File: config.mk
export PLATFORM = sky130hd
export DESIGN_NAME = modbus_host
export DESIGN_NICKNAME = d
export VERILOG_FILES = /design/src/modbus_host_pkg.sv /design/src/modbus_host.sv /design/src/hex_codec.sv /design/src/frame_check.sv
export VERILOG_INCLUDE_DIRS = /design/src
export SDC_FILE = /design/constraint.sdc
export NUM_CORES = 1
export LEC_CHECK = 0
export BUFFER_PORTS_ARGS = -buffer_cell sky130_fd_sc_hd__buf_2
export CAP_MARGIN = 30
export CORE_ASPECT_RATIO = 0.5
export CORE_MARGIN = 2
export CORE_UTILIZATION = 56
export DETAILED_ROUTE_END_ITERATION = 12
export GPL_TIMING_DRIVEN = 0
export PLACE_DENSITY = 0.75
export SETUP_SLACK_MARGIN = 0.15
export SYNTH_ARGS = -nofsm -noshare
export SYNTH_HDL_FRONTEND = slang
export SYNTH_SLANG_ARGS = --single-unit
File: constraint.sdc
create_clock -name ref_clk_i -period 6.52 [get_ports ref_clk_i]
set_input_delay 0.978 -clock ref_clk_i [delete_from_list [all_inputs] [get_ports ref_clk_i]]
set_output_delay 0.978 -clock ref_clk_i [all_outputs]
set_load 0.01 [all_outputs]
File: src/modbus_host_regs.svh
// Framing constants and timing figures for the fieldbus host controller
`ifndef MODBUS_HOST_REGS_SVH
`define MODBUS_HOST_REGS_SVH

// Frame delimiter characters
`define ASCII_START   8'h3a
`define ASCII_CR      8'h0d
`define ASCII_LF      8'h0a

// Hex digit character bases
`define ASCII_ZERO    8'h30
`define ASCII_NINE    8'h39
`define ASCII_UP_A    8'h41
`define ASCII_UP_F    8'h46
`define HEX_TEN       8'h0a

// Station and function codes
`define STATION_BCAST 8'h00
`define FN_READ       8'h03
`define FN_WRITE1     8'h06
`define FN_WRITEN     8'h10

// Checksum constants
`define CRC_PRESET    16'hffff
`define CRC_POLY      16'ha001

// Frame layout: byte positions and lengths
`define POS_WRITE1_VAL 7'h04
`define POS_WRITEN_DAT 7'h07
`define POS_ECHO_FIRST 7'h02
`define POS_ECHO_LAST  7'h05
`define LEN_SHORT      8'h06
`define LEN_READ_HDR   8'h03
`define LEN_LRC        8'h01
`define LEN_CRC        8'h02
`define TAIL_DONE      2'h2

// Timing: clock rate, RTU silence gap and response timeout
`define CLK_HZ        125000000
`define GAP_US        10000
`define RESP_US       100000
`define GAP_CYCLES    ((`CLK_HZ / 1000000) * `GAP_US + 1)
`define RESP_CYCLES   ((`CLK_HZ / 1000000) * `RESP_US)
`define MAX_WORDS_DEF 20

`endif

File: src/modbus_host_pkg.sv
// Types shared by the fieldbus host controller modules
package modbus_host_pkg;

	// Controller states, Gray coded along idle-gap-send-receive-done
	typedef enum logic [2:0] {
		S_IDLE  = 3'h0,
		S_GAP   = 3'h1,
		S_TX    = 3'h3,
		S_RX    = 3'h2,
		S_DONE  = 3'h6,
		S_WAITW = 3'h7
	} state_t;

	// Outcome of one transaction
	typedef enum logic [1:0] {
		ST_OK        = 2'h0,
		ST_BAD_CHECK = 2'h1,
		ST_MISMATCH  = 2'h2,
		ST_TIMEOUT   = 2'h3
	} status_t;

endpackage : modbus_host_pkg

File: src/modbus_host.sv
// Fieldbus master: builds command frames, parses drive responses
`include "modbus_host_regs.svh"

module modbus_host #(
	parameter int unsigned GAP_CYCLES  = `GAP_CYCLES,
	parameter int unsigned RESP_CYCLES = `RESP_CYCLES,
	parameter int unsigned MAX_WORDS   = `MAX_WORDS_DEF
) (
	// Clock and reset
	input  wire logic                     ref_clk_i,
	input  wire logic                     reset_i,
	// Command request
	input  wire logic                     cmd_valid_i,
	output logic                          cmd_ready_o,
	input  wire logic                     cmd_ascii_i,
	input  wire logic [7:0]               cmd_station_i,
	input  wire logic [7:0]               cmd_func_i,
	input  wire logic [15:0]              cmd_reg_i,
	input  wire logic [7:0]               cmd_count_i,
	// Write data words
	input  wire logic                     wr_valid_i,
	output logic                          wr_ready_o,
	input  wire logic [15:0]              wr_word_i,
	// Read data words and result
	output logic                          rd_valid_o,
	output logic      [15:0]              rd_word_o,
	output logic                          done_o,
	output modbus_host_pkg::status_t      status_o,
	// Serial byte link
	output logic                          tx_valid_o,
	input  wire logic                     tx_ready_i,
	output logic      [7:0]               tx_data_o,
	input  wire logic                     rx_valid_i,
	input  wire logic [7:0]               rx_data_i
);
	import modbus_host_pkg::*;

	// Parameter sanity
	if (GAP_CYCLES < 1 || RESP_CYCLES < 1 || MAX_WORDS < 1 || MAX_WORDS > 20)
		$error("modbus_host: unsupported parameter value");

	state_t      state;
	state_t      next_state;
	logic        ascii;
	logic [7:0]  station;
	logic [7:0]  func;
	logic [15:0] reg_addr;
	logic [7:0]  cnt;
	logic [15:0] word;
	logic        have_word;
	logic [6:0]  pos;
	logic        nib;
	logic        started;
	logic [1:0]  tail;
	logic [31:0] timer;
	logic [6:0]  ridx;
	logic        rnib;
	logic [3:0]  rhi;
	logic        cr_seen;
	logic        bad;
	logic        mism;
	logic [7:0]  rd_hi;
	logic        slot;
	logic        need_word;
	logic        tx_feed;
	logic        tx_finish;
	logic        rx_byte_v;
	logic        rx_end;
	logic        timeout;
	logic        clear;
	logic [7:0]  nbytes;
	logic [7:0]  total;
	logic [7:0]  exp_len;
	logic [7:0]  cur_byte;
	logic [7:0]  rx_byte;
	logic [7:0]  enc_asc;
	logic [3:0]  dec_nib;
	logic        dec_ok;
	logic [15:0] crc;
	logic [7:0]  sum;

	// Binary content of the command frame at byte position i
	function automatic logic [7:0] frame_byte(input logic [6:0] i);
		logic [7:0] b;
		case (i)
			7'h00:   b = station;
			7'h01:   b = func;
			7'h02:   b = reg_addr[15:8];
			7'h03:   b = reg_addr[7:0];
			7'h04:   b = (func == `FN_WRITE1) ? word[15:8] : 8'h00;
			7'h05:   b = (func == `FN_WRITE1) ? word[7:0] : cnt;
			7'h06:   b = {cnt[6:0], 1'b0};
			default: b = i[0] ? word[15:8] : word[7:0];
		endcase
		return b;
	endfunction : frame_byte

	// Shared hex codec and checksum unit
	hex_codec u_hex (
		.nib_i (nib ? cur_byte[3:0] : cur_byte[7:4]),
		.asc_o (enc_asc),
		.asc_i (rx_data_i),
		.nib_o (dec_nib),
		.ok_o  (dec_ok)
	);

	frame_check u_check (
		.ref_clk_i (ref_clk_i),
		.reset_i   (reset_i),
		.clear_i   (clear),
		.feed_i    (tx_feed || rx_byte_v),
		.byte_i    (tx_feed ? cur_byte : rx_byte),
		.crc_o     (crc),
		.sum_o     (sum)
	);

	// Frame lengths, current byte, link strobes
	always_comb
	begin
		nbytes = (func == `FN_WRITEN) ? ({1'b0, `POS_WRITEN_DAT} + {cnt[6:0], 1'b0}) : `LEN_SHORT;
		total = nbytes + (ascii ? `LEN_LRC : `LEN_CRC);
		exp_len = ((func == `FN_READ) ? (`LEN_READ_HDR + {cnt[6:0], 1'b0}) : `LEN_SHORT)
			+ (ascii ? `LEN_LRC : `LEN_CRC);
		if ({1'b0, pos} < nbytes)
			cur_byte = frame_byte(pos);
		else if (ascii)
			cur_byte = 8'h00 - sum;
		else if ({1'b0, pos} == nbytes)
			cur_byte = crc[7:0];
		else
			cur_byte = crc[15:8];
		slot = !tx_valid_o || tx_ready_i;
		need_word = !have_word && !nib && ((func == `FN_WRITE1 && pos == `POS_WRITE1_VAL)
			|| (func == `FN_WRITEN && pos >= `POS_WRITEN_DAT && pos[0]
			&& {1'b0, pos} < nbytes));
		tx_feed = state == S_TX && slot && started && !need_word
			&& {1'b0, pos} < nbytes && (!ascii || nib);
		tx_finish = state == S_TX && slot && {1'b0, pos} >= total
			&& (!ascii || tail == `TAIL_DONE);
		rx_byte = ascii ? {rhi, dec_nib} : rx_data_i;
		rx_byte_v = state == S_RX && rx_valid_i && (!ascii || (rnib && dec_ok));
		rx_end = state == S_RX && (ascii
			? (rx_valid_i && rx_data_i == `ASCII_LF && cr_seen)
			: (ridx != 7'h00 && !rx_valid_i && timer >= GAP_CYCLES - 1));
		timeout = state == S_RX && !rx_end && timer >= RESP_CYCLES - 1;
		clear = state == S_GAP || tx_finish
			|| (state == S_RX && ascii && rx_valid_i && rx_data_i == `ASCII_START);
	end

	// Sequencing of one transaction
	always_comb
	begin
		next_state = state;
		case (state)
			S_IDLE:  if (cmd_valid_i) next_state = S_GAP;
			S_GAP:   if (ascii || timer >= GAP_CYCLES - 1) next_state = S_TX;
			S_TX:
			begin
				// Park only once the pending link byte is gone, or it would go out twice
				if (need_word && started && slot)
					next_state = S_WAITW;
				else if (tx_finish)
					next_state = (station == `STATION_BCAST) ? S_DONE : S_RX;
			end
			S_WAITW: if (wr_valid_i && wr_ready_o) next_state = S_TX;
			S_RX:    if (rx_end || timeout) next_state = S_DONE;
			S_DONE:  next_state = S_IDLE;
			default: next_state = S_IDLE;
		endcase
	end

	// State register
	always_ff @(posedge ref_clk_i or posedge reset_i)
	begin
		if (reset_i)
			state <= S_IDLE;
		else
			state <= next_state;
	end

	// Silence and timeout timer, restarted by line activity
	always_ff @(posedge ref_clk_i or posedge reset_i)
	begin
		if (reset_i)
			timer <= 32'h0;
		else if (state != next_state || rx_valid_i)
			timer <= 32'h0;
		else if (timer != 32'hffffffff)
			timer <= timer + 32'h1;
	end

	// Command capture
	always_ff @(posedge ref_clk_i or posedge reset_i)
	begin
		if (reset_i)
		begin
			ascii <= 1'b0;
			station <= 8'h00;
			func <= 8'h00;
			reg_addr <= 16'h0;
			cnt <= 8'h00;
		end
		else if (state == S_IDLE && cmd_valid_i)
		begin
			ascii <= cmd_ascii_i;
			station <= cmd_station_i;
			func <= cmd_func_i;
			reg_addr <= cmd_reg_i;
			if (cmd_func_i == `FN_WRITEN && cmd_count_i > MAX_WORDS[7:0])
				cnt <= MAX_WORDS[7:0];
			else
				cnt <= cmd_count_i;
		end
	end

	// Transmit side: delimiters, hex or raw bytes, checksum
	always_ff @(posedge ref_clk_i or posedge reset_i)
	begin
		if (reset_i)
		begin
			tx_valid_o <= 1'b0;
			tx_data_o <= 8'h00;
			pos <= 7'h00;
			nib <= 1'b0;
			started <= 1'b0;
			tail <= 2'h0;
			have_word <= 1'b0;
			word <= 16'h0;
			wr_ready_o <= 1'b0;
		end
		else
		begin
			wr_ready_o <= next_state == S_WAITW;
			if (state == S_WAITW && wr_valid_i && wr_ready_o)
			begin
				word <= wr_word_i;
				have_word <= 1'b1;
			end
			if (state == S_GAP)
			begin
				pos <= 7'h00;
				nib <= 1'b0;
				tail <= 2'h0;
				started <= !ascii;
				have_word <= 1'b0;
			end
			else if (state == S_TX && slot)
			begin
				tx_valid_o <= 1'b0;
				if (!started)
				begin
					tx_valid_o <= 1'b1;
					tx_data_o <= `ASCII_START;
					started <= 1'b1;
				end
				else if (need_word)
					tx_valid_o <= 1'b0;
				else if ({1'b0, pos} < total)
				begin
					tx_valid_o <= 1'b1;
					if (ascii)
					begin
						tx_data_o <= enc_asc;
						nib <= !nib;
						if (nib)
							pos <= pos + 7'h1;
					end
					else
					begin
						tx_data_o <= cur_byte;
						pos <= pos + 7'h1;
					end
					if ((!ascii || nib) && !pos[0] && pos >= `POS_WRITE1_VAL)
						have_word <= 1'b0;
				end
				else if (ascii && tail != `TAIL_DONE)
				begin
					tx_valid_o <= 1'b1;
					tx_data_o <= (tail == 2'h0) ? `ASCII_CR : `ASCII_LF;
					tail <= tail + 2'h1;
				end
			end
		end
	end

	// Receive side: hex pairing, framing and content checks
	always_ff @(posedge ref_clk_i or posedge reset_i)
	begin
		if (reset_i)
		begin
			ridx <= 7'h00;
			rnib <= 1'b0;
			rhi <= 4'h0;
			cr_seen <= 1'b0;
			bad <= 1'b0;
			mism <= 1'b0;
			rd_hi <= 8'h00;
			rd_word_o <= 16'h0;
			rd_valid_o <= 1'b0;
		end
		else
		begin
			rd_valid_o <= 1'b0;
			if (state != S_RX || clear)
			begin
				ridx <= 7'h00;
				rnib <= 1'b0;
				cr_seen <= 1'b0;
				bad <= 1'b0;
				mism <= 1'b0;
			end
			else if (rx_valid_i && ascii)
			begin
				cr_seen <= rx_data_i == `ASCII_CR;
				if (rx_data_i == `ASCII_LF && !cr_seen)
					bad <= 1'b1;
				else if (rx_data_i != `ASCII_CR && rx_data_i != `ASCII_LF)
				begin
					if (!dec_ok || cr_seen)
						bad <= 1'b1;
					rnib <= dec_ok && !rnib;
					rhi <= dec_nib;
				end
			end
			if (rx_byte_v)
			begin
				if (ridx != 7'h7f)
					ridx <= ridx + 7'h1;
				if ((ridx == 7'h00 && rx_byte != station) || (ridx == 7'h01 && rx_byte != func))
					mism <= 1'b1;
				if (func == `FN_READ)
				begin
					if (ridx == `POS_ECHO_FIRST && rx_byte != {cnt[6:0], 1'b0})
						mism <= 1'b1;
					if (ridx > `POS_ECHO_FIRST && {1'b0, ridx} < exp_len - (ascii ? `LEN_LRC : `LEN_CRC))
					begin
						if (ridx[0])
							rd_hi <= rx_byte;
						else
						begin
							rd_word_o <= {rd_hi, rx_byte};
							rd_valid_o <= 1'b1;
						end
					end
				end
				else if (ridx >= `POS_ECHO_FIRST && ridx <= `POS_ECHO_LAST
					&& rx_byte != frame_byte(ridx))
					mism <= 1'b1;
			end
		end
	end

	// Result reporting and command handshake
	always_ff @(posedge ref_clk_i or posedge reset_i)
	begin
		if (reset_i)
		begin
			done_o <= 1'b0;
			status_o <= ST_OK;
			cmd_ready_o <= 1'b0;
		end
		else
		begin
			cmd_ready_o <= next_state == S_IDLE;
			done_o <= next_state == S_DONE;
			if (state == S_TX && next_state == S_DONE)
				status_o <= ST_OK;
			else if (timeout)
				status_o <= ST_TIMEOUT;
			else if (rx_end)
			begin
				if (bad || {1'b0, ridx} != exp_len || (ascii ? sum != 8'h00 : crc != 16'h0))
					status_o <= ST_BAD_CHECK;
				else if (mism)
					status_o <= ST_MISMATCH;
				else
					status_o <= ST_OK;
			end
		end
	end

endmodule : modbus_host

File: src/hex_codec.sv
// Nibble to hex character encoder and hex character decoder
`include "modbus_host_regs.svh"

module hex_codec (
	// Encoder
	input  wire logic [3:0] nib_i,
	output logic      [7:0] asc_o,
	// Decoder
	input  wire logic [7:0] asc_i,
	output logic      [3:0] nib_o,
	output logic            ok_o
);

	logic [7:0] wide;
	logic [7:0] diff;

	// Digits 0-9 and upper-case A-F both ways
	always_comb
	begin
		wide = {4'h0, nib_i};
		if (wide < `HEX_TEN)
			asc_o = `ASCII_ZERO + wide;
		else
			asc_o = `ASCII_UP_A + wide - `HEX_TEN;
		diff = 8'h00;
		ok_o = 1'b0;
		if (asc_i >= `ASCII_ZERO && asc_i <= `ASCII_NINE)
		begin
			diff = asc_i - `ASCII_ZERO;
			ok_o = 1'b1;
		end
		else if (asc_i >= `ASCII_UP_A && asc_i <= `ASCII_UP_F)
		begin
			diff = asc_i - `ASCII_UP_A + `HEX_TEN;
			ok_o = 1'b1;
		end
		nib_o = diff[3:0];
	end

endmodule : hex_codec

File: src/frame_check.sv
// Running CRC-16 and byte sum over frame bytes
`include "modbus_host_regs.svh"

module frame_check (
	// Clock and reset
	input  wire logic        ref_clk_i,
	input  wire logic        reset_i,
	// Byte feed
	input  wire logic        clear_i,
	input  wire logic        feed_i,
	input  wire logic [7:0]  byte_i,
	// Results
	output logic      [15:0] crc_o,
	output logic      [7:0]  sum_o
);

	// One byte of the reflected CRC, eight shifts
	function automatic logic [15:0] crc_step(input logic [15:0] c, input logic [7:0] b);
		logic [15:0] r;
		r = c ^ {8'h00, b};
		for (int i = 0; i < 8; i++)
			r = r[0] ? ((r >> 1) ^ `CRC_POLY) : (r >> 1);
		return r;
	endfunction : crc_step

	// Accumulators, cleared before each frame
	always_ff @(posedge ref_clk_i or posedge reset_i)
	begin
		if (reset_i)
		begin
			crc_o <= `CRC_PRESET;
			sum_o <= 8'h00;
		end
		else if (clear_i)
		begin
			crc_o <= `CRC_PRESET;
			sum_o <= 8'h00;
		end
		else if (feed_i)
		begin
			crc_o <= crc_step(crc_o, byte_i);
			sum_o <= sum_o + byte_i;
		end
	end

endmodule : frame_check

==> results of run 1 <==
-- cells by family (layout without fill, tap and decap cells) --
| family | count (synthesis) | after routing | synth area share [%] |
|---|---|---|---|
| flops | 182 | 182 | 36.8 |
| fa+ha+maj | 53 | 53 | 5.39 |
| mux | 84 | 84 | 7.19 |
| xor+xnor | 137 | 137 | 9.95 |
| buf+inv | 115 | 254 | 3.60 |
| compound gates | 293 | 293 | 15.9 |
| simple gates | 558 | 558 | 21.2 |
-- critical path, delay by kind of cell (launching register included) --
kind                       cells  cell delay, ps
buffers and inverters          5            2360
AOI/OAI and AO/OA              9            1930
DFF                            1             530
and+or+nand+nor                2             450
muxes                          1             300
adders and majority gates      1             300
-- registers in the layout, summed over array words and instances (netlist names), 7 cells and up --
signal / cells
cnt: 8
func: 8
pos: 7
rd_hi: 8
rd_word_o: 16
reg_addr: 16
ridx: 7
station: 8
timer: 32
tx_data_o: 8
u_check.crc_o: 16
u_check.sum_o: 8
word: 16
-- cell usage in the layout, fill, tap and decap left out, drive strengths merged, types with 11 or more instances in the layout --
cell    Yosys  layout
nand4      25      25
nand2     206     206
ha         52      52
xor2       60      60
dfstp      16      16
mux2i      44      44
mux2       40      40
a21oi      64      64
a21o       15      15
buf        11     117
xnor2      76      76
dfrtp     166     166
nor2      129     129
a22oi      12      12
nor3       36      36
nor2b      13      13
nand3      49      49
and3       14      14
o211ai     15      15
o21ai      74      74
o21a       14      14
and2       12      12
nand2b     15      15
a22o       11      11
inv        44      48
clkbuf     57      77
nor4       20      20
-- metrics by stage --
stage / instance area, um^2 / worst slack [ps] / total power, mW / cells
floorplan: 12400 / 625 / 5.06 / 1422
global placement: 13300 / -1320 / 6.19 / 1822
detailed placement: 13400 / 496 / 6.35 / 1828
CTS: 14000 / 395 / 7.53 / 1860
global route: 14000 / 159 / 8.13 / 1861
finish: 14000 / 519 / 7.64 / 1861
-- per-layer routing --
metal | wire, um | GRT usage (%) | vias to the layer above
li1 | - | - | 5291
met1 | 17100 | 44.9 | 5529
met2 | 16800 | 52.4 | 465
met3 | 3690 | 9.63 | 101
met4 | 1170 | 13.9 | 2
met5 | 13 | 0 | -
-- how the worst min path moves through the flow --
stage,endpoint,slack [ps],cells after the start
2_1_floorplan,cnt[7]$_DFFE_PP0P_,450,2
3_3_place_gp,rd_word_o[13]$_DFFE_PP0P_,470,1
3_5_place_dp,rd_word_o[10]$_DFFE_PP0P_,470,1
4_1_cts,rd_word_o[10]$_DFFE_PP0P_,490,1
5_1_grt,rd_word_o[15]$_DFFE_PP0P_,510,1
6_report,rd_word_o[14]$_DFFE_PP0P_,490,1
-- cell type report --
cell class | instances | share of cell area [%]
Multi-Input combinational cell | 1125 | 52.8
Buffer | 68 | 1.93
Sequential cell | 182 | 32.6
Clock inverter | 12 | 1.35
Timing Repair Buffer | 107 | 4.11
Clock buffer | 20 | 3.18
Tap cell | 300 | 2.67
Inverter | 47 | 1.32
-- power breakdown --
| part | total (mW) | switching [mW] | internal, mW |
|---|---|---|---|
| clock | 1.14 | 0.478 | 0.658 |
| combinational | 4.65 | 2.84 | 1.81 |
| sequential | 1.86 | 0.391 | 1.47 |
| total | 7.64 | 3.71 | 3.93 |
==> metrics.md, run 1 <==
| Metric | Value |
|---|---|
| Kind of critical path | `flip-flop to flip-flop` |
| Cell with the most instances after synthesis | `nand2_1` |
| Ratio of cells with drive above 1 in the final layout | `13.9%` |
| Register area share after synthesis | `36.8%` |
| FF+latch area | `0.00457 mm^2` |
| Vias in the first global route | `11.0k` |
| Outcome | `complete, no violations` |
| Hold Startpoint | `rd_hi[6]$_DFFE_PP0P_` |
| WL/cell | `20.8 um` |
| R2r startpoint | `ascii$_DFFE_PP0P_` |
| Post-DRT Antenna Nets | `0` |
| Initial core utilization | `57.2%` |
| Layout fillers | `1,878` |
| Power Density | `544 mW/mm^2` |
| Port Buffer Count | `100` |
| Area grow syn2layout | `12.8%` |
| Setup TNS | `0 ps` |
| Syn Area/Cell | `8.75 um^2` |
| Kind of start point of the critical path | `flip-flop` |
| Io pins | `102` |
| RSZ-0062 raised after global routing | `no` |
| Detailed Place HPWL | `29.2 mm` |
| Number of iterations in the first detailed-routing pass | `6` |
| Critical path arrival | `6340 ps` |
| Max Slew Vio Count | `0` |
| Yosys cell types | `86` |
| Slowest CP cell | `clkbuf_1` |
| Async SR Flop Fraction | `100%` |
| CTS Buf Count | `17` |
| Total of max-cap violations | `0` |
| Number of synthesized flops with an enable pin | `0` |
| Post-synth top area share | `33.4%` |
| Post-synth top area cell | `dfrtp_1` |
| Initial antenna violation count | `1` |
| Worst-path maximum fanout | `10` |
| Final setup skew | `10.2 ps` |
| Top cell by count, worst path | `o21a_1` |
| Root buf cell | `clkbuf_16` |
| Fmax | `167 MHz` |
| First-pass GRT wire length | `60.2 mm` |
| Postcts setup bufs | `0` |
| Tmin final | `6000 ps` |
| Largest net degree at the start of global routing | `132` |
| Die width | `215 um` |
| Syn Inst Count | `1,422` |
| R2R cell count | `18` |
| Required time of the critical path | `6860 ps` |
| Area of the die | `0.0235 mm^2` |
| RePlAce Congestion | `1.01` |
| CTS tree | `yes` |
| Synth top area cells | `dfrtp_1 33%, nand2_1 6.2%, ha_1 5.2%, xnor2_1 5.2%, xor2_1 4.2%` |
| Worst-Margin Slew | `1140 ps` |
| Die extent in y | `109 um` |
| Initial DRC Count | `1,194` |
| Fin. Hold Viols | `0` |
| Syn Nets | `1,546` |
| Worst vdd ir | `0.000345 V` |
| Nets | `1,672` |
| Final WL | `38.8 mm` |
| Worst R2R End | `timer[4]$_DFFE_PP0P_` |
| Clk sinks | `182` |
| # H-tree levels | `4` |
| Deepest clock path buffer count | `2` |
| CTS resizes | `0` |
| Routed vias/inst | `6.12` |
| Final design utilization | `64.6%` |
| Synthesis-stage register bit count | `182` |
| Min-delay worst type | `flip-flop to flip-flop` |
| Skew-Pair Late Insertion Delay | `460 ps` |
| # diodes | `0` |
| Multi-input logic area | `0.00742 mm^2` |
| Worst setup path startpoint | `ascii$_DFFE_PP0P_` |
| Post-synth top flop | `dfrtp_1` |
| CTS clk-pin slew, worst paths | `70 ps` |
| Hold_buf cts | `0` |
| Gr ovfl total | `0` |
| Period utilisation layout | `92.0%` |
| Total GRT Usage | `33.8%` |
| Core area | `0.0217 mm^2` |
| Final routed DRC violation total | `0` |
| Num rows | `38` |
| Max stage delay on crit path | `610 ps` |
| Ys Warns | `0` |
| Vias | `11.4k` |
| # setup viols final | `0` |
| Hold_ws | `486 ps` |
| Commonest cells in the synthesized netlist | `206 x nand2_1, 166 x dfrtp_1, 129 x nor2_1` |
| Lkg Pwr | `6.47 nW` |
| Mapped Area | `0.0124 mm^2` |
| Worst Setup End Kind | `flip-flop` |
| Crit path to | `timer[4]$_DFFE_PP0P_` |
| Relative slew slack | `22.3%` |
| R2r setup slk | `520 ps` |
| CP Cell Sequence | `clkbuf_2 > clkbuf_1 > clkbuf_1 > clkbuf_1 > a21oi_1 > mux2_2 > ha_1 > o21a_1 > o21a_1 > o21a_1 > o21a_1 > o31ai_1 > a211oi_1 > nor4b_1 > a21oi_1 > o2111ai_1 > buf_2 > nor2_1` |
(Power assumes the default switching activity.)
==> inputs of run 2 (changes only) <==
--- a/config.mk
+++ b/config.mk
@@ -10,10 +10,10 @@
 export CAP_MARGIN = 30
 export CORE_ASPECT_RATIO = 0.5
 export CORE_MARGIN = 2
-export CORE_UTILIZATION = 56
+export CORE_UTILIZATION = 50
 export DETAILED_ROUTE_END_ITERATION = 12
 export GPL_TIMING_DRIVEN = 0
-export PLACE_DENSITY = 0.75
+export PLACE_DENSITY = 0.69
 export SETUP_SLACK_MARGIN = 0.15
 export SYNTH_ARGS = -nofsm -noshare
 export SYNTH_HDL_FRONTEND = slang
==> metrics.md, run 2 (synthesis gave the netlist of run 1 again) <==
| Metric | Value |
|---|---|
| CTS clk-pin slew, worst paths | `70 ps (about the same)` |
| Initial DRC Count | `1,071 (was 1,194)` |
| Worst slack at placement | `492 ps (was 496 ps)` |
| CTS resizes | `0 (unchanged)` |
| Kind of critical path | `flip-flop to flip-flop (unchanged)` |
| Total GRT Usage | `30.9% (was 33.8%)` |
| Critical path arrival | `6290 ps (was 6340 ps)` |
| Power Density | `533 mW/mm^2 (was 544 mW/mm^2)` |
| # H-tree levels | `4 (unchanged)` |
| WL/cell | `20.5 um (was 20.8 um)` |
| Area grow syn2layout | `13.3% (was 12.8%)` |
| Hold_buf cts | `0 (unchanged)` |
| Required time of the critical path | `6920 ps (was 6860 ps)` |
| CTS Buf Count | `17 (unchanged)` |
| Max reg flops | `32 (unchanged)` |
| Area of the die | `0.0262 mm^2 (was 0.0235 mm^2)` |
| Relative slew slack | `31.3% (was 22.3%)` |
| Die width | `227 um (was 215 um)` |
| Final setup skew | `14.5 ps (was 10.2 ps)` |
| Final routed DRC violation total | `0 (unchanged)` |
| Tmin final | `5890 ps (was 6000 ps)` |
| Most common cell after layout, fill and taps aside | `nand2_1 (unchanged)` |
| Fmax | `170 MHz (was 167 MHz)` |
| Die extent in y | `116 um (was 109 um)` |
| Post-DRT Antenna Nets | `0 (unchanged)` |
| Routed vias/inst | `5.96 (was 6.12)` |
| Num rows | `40 (was 38)` |
| Ratio of cells with drive above 1 in the final layout | `14.1% (was 13.9%)` |
| Postcts setup bufs | `0 (unchanged)` |
| Biggest register | `timer (unchanged)` |
| RSZ-0062 raised after global routing | `no (unchanged)` |
| Commonest non-fill, non-tap cells in the layout | `206 x nand2_1, 166 x dfrtp_1, 129 x nor2_1, 109 x buf_2, 74 x xnor2_1 (was 206 x nand2_1, 166 x dfrtp_1, 129 x nor2_1, 108 x buf_2, 74 x xnor2_1)` |
| Worst vdd ir | `0.000367 V (was 0.000345 V)` |
| Layout fillers | `2,215 (was 1,878)` |
| Worst-Margin Slew | `1030 ps (was 1140 ps)` |
| Core area | `0.0242 mm^2 (was 0.0217 mm^2)` |
| Fin. Hold Viols | `0 (unchanged)` |
| Lkg Pwr | `6.48 nW (was 6.47 nW)` |
| Worst-path maximum fanout | `11 (was 10)` |
| Skew-Pair Late Insertion Delay | `470 ps (was 460 ps)` |
| Deepest clock path buffer count | `2 (unchanged)` |
| Io pins | `102 (unchanged)` |
| Vias in the first global route | `10.9k (was 11.0k)` |
| CTS tree | `yes (unchanged)` |
| Max Slew Vio Count | `0 (unchanged)` |
| Nets | `1,674 (was 1,672)` |
| Detailed Place HPWL | `29.7 mm (was 29.2 mm)` |
| Final design utilization | `58.2% (was 64.6%)` |
| Total power | `7.51 mW (was 7.64 mW)` |
| Gr ovfl total | `0 (unchanged)` |
| Root buf cell | `clkbuf_16 (unchanged)` |
| Outcome | `complete, no violations (unchanged)` |
| Vias | `11.3k (was 11.4k)` |
| Hold Startpoint | `tx_valid_o$_DFFE_PP0P_ (was rd_hi[6]$_DFFE_PP0P_)` |
| Initial antenna violation count | `2 (was 1)` |
| R2r startpoint | `func[3]$_DFFE_PP0P_ (was ascii$_DFFE_PP0P_)` |
| Number of iterations in the first detailed-routing pass | `5 (was 6)` |
| Clk sinks | `182 (unchanged)` |
| Final WL | `38.9 mm (was 38.8 mm)` |
| Total of max-cap violations | `0 (unchanged)` |
| Final WS setup | `630 ps (was 519 ps)` |
| Kind of start point of the critical path | `flip-flop (unchanged)` |
| Period utilisation layout | `90.3% (was 92.0%)` |
| First-pass GRT wire length | `61.5 mm (was 60.2 mm)` |
| Min-delay worst type | `flip-flop to flip-flop (unchanged)` |
| Largest net degree at the start of global routing | `105 (was 132)` |
| Initial core utilization | `51.4% (was 57.2%)` |
| Worst Setup End Kind | `flip-flop (unchanged)` |
| Worst setup path startpoint | `func[3]$_DFFE_PP0P_ (was ascii$_DFFE_PP0P_)` |
| Port Buffer Count | `100 (unchanged)` |
| # setup viols final | `0 (unchanged)` |
| RePlAce Congestion | `0.971 (was 1.01)` |
run 2: final timing paths:
path                                           endpoint  slack, ps  cells past startpoint
max                        u_check.sum_o[7]$_DFFE_PP0P_        630                     23
min                              tx_valid_o$_DFFE_PP0P_        490                      2
max reg2reg                u_check.sum_o[7]$_DFFE_PP0P_        630                     23
min reg2reg                      tx_valid_o$_DFFE_PP0P_        490                      2
max in group asynchronous  u_check.crc_o[6]$_DFFE_PP1P_       5040                      3
min in group asynchronous           func[1]$_DFFE_PP0P_        550                      2
run 2: worst max-delay path: stages, from the launching register on:
cell and delay (ps):
dfrtp_1 500, or4_1 590, or4_4 550, clkinv_2 110, buf_4 170, nand2_1 80
inv_1 110, ha_1 240, nor2b_1 140, o211ai_1 150, a21oi_1 130, o21a_2 290
or3_1 520, mux2_2 360, ha_1 220, a21o_1 170, a21oi_1 260, o21bai_1 90
a21oi_1 240, o21bai_1 90, a21oi_1 210, xnor2_1 110, or3_1 330, a21oi_1 140
run 2: power breakdown:
part	switching, mW	total (mW)	internal [mW]
clock	0.503	1.10	0.597
sequential	0.390	1.86	1.47
combinational	2.74	4.55	1.81
total	3.63	7.51	3.87
run 2: per-layer routing:
| metal | vias up | share of wire, % | wire [um] | global-route usage, % |
|---|---|---|---|---|
| met4 | 0 | 2.3 | 878 | 9.41 |
| met1 | 5558 | 46 | 18100 | 43.8 |
| met2 | 415 | 43 | 16900 | 47.3 |
| met3 | 66 | 7.8 | 3050 | 6.80 |
| met5 | - | 0 | 0 | 0 |
| li1 | 5292 | - | - | - |
run 2: cell type report:
cell class,count,area [um^2],share of cell area (%)
antenna,1,2.50,0.0178
buffer,68,270,1.92
clock buffer,19,453,3.21
clock inverter,13,163,1.15
inverter,47,185,1.31
multi-input combinational,1125,7420,52.7
sequential,182,4570,32.5
tap,336,420,2.98
timing repair buffer,109,597,4.24
run 2: per-stage QoR:
step	std cells	area (um^2)	TNS, ps	hold slack [ps]
6_report	1900	14100	0	490
2_1_floorplan	1422	12400	0	450
4_1_cts	1898	14100	0	492
3_5_place_dp	1866	13500	0	474
5_1_grt	1899	14100	0	514
3_3_place_gp	1858	13400	-240220	467
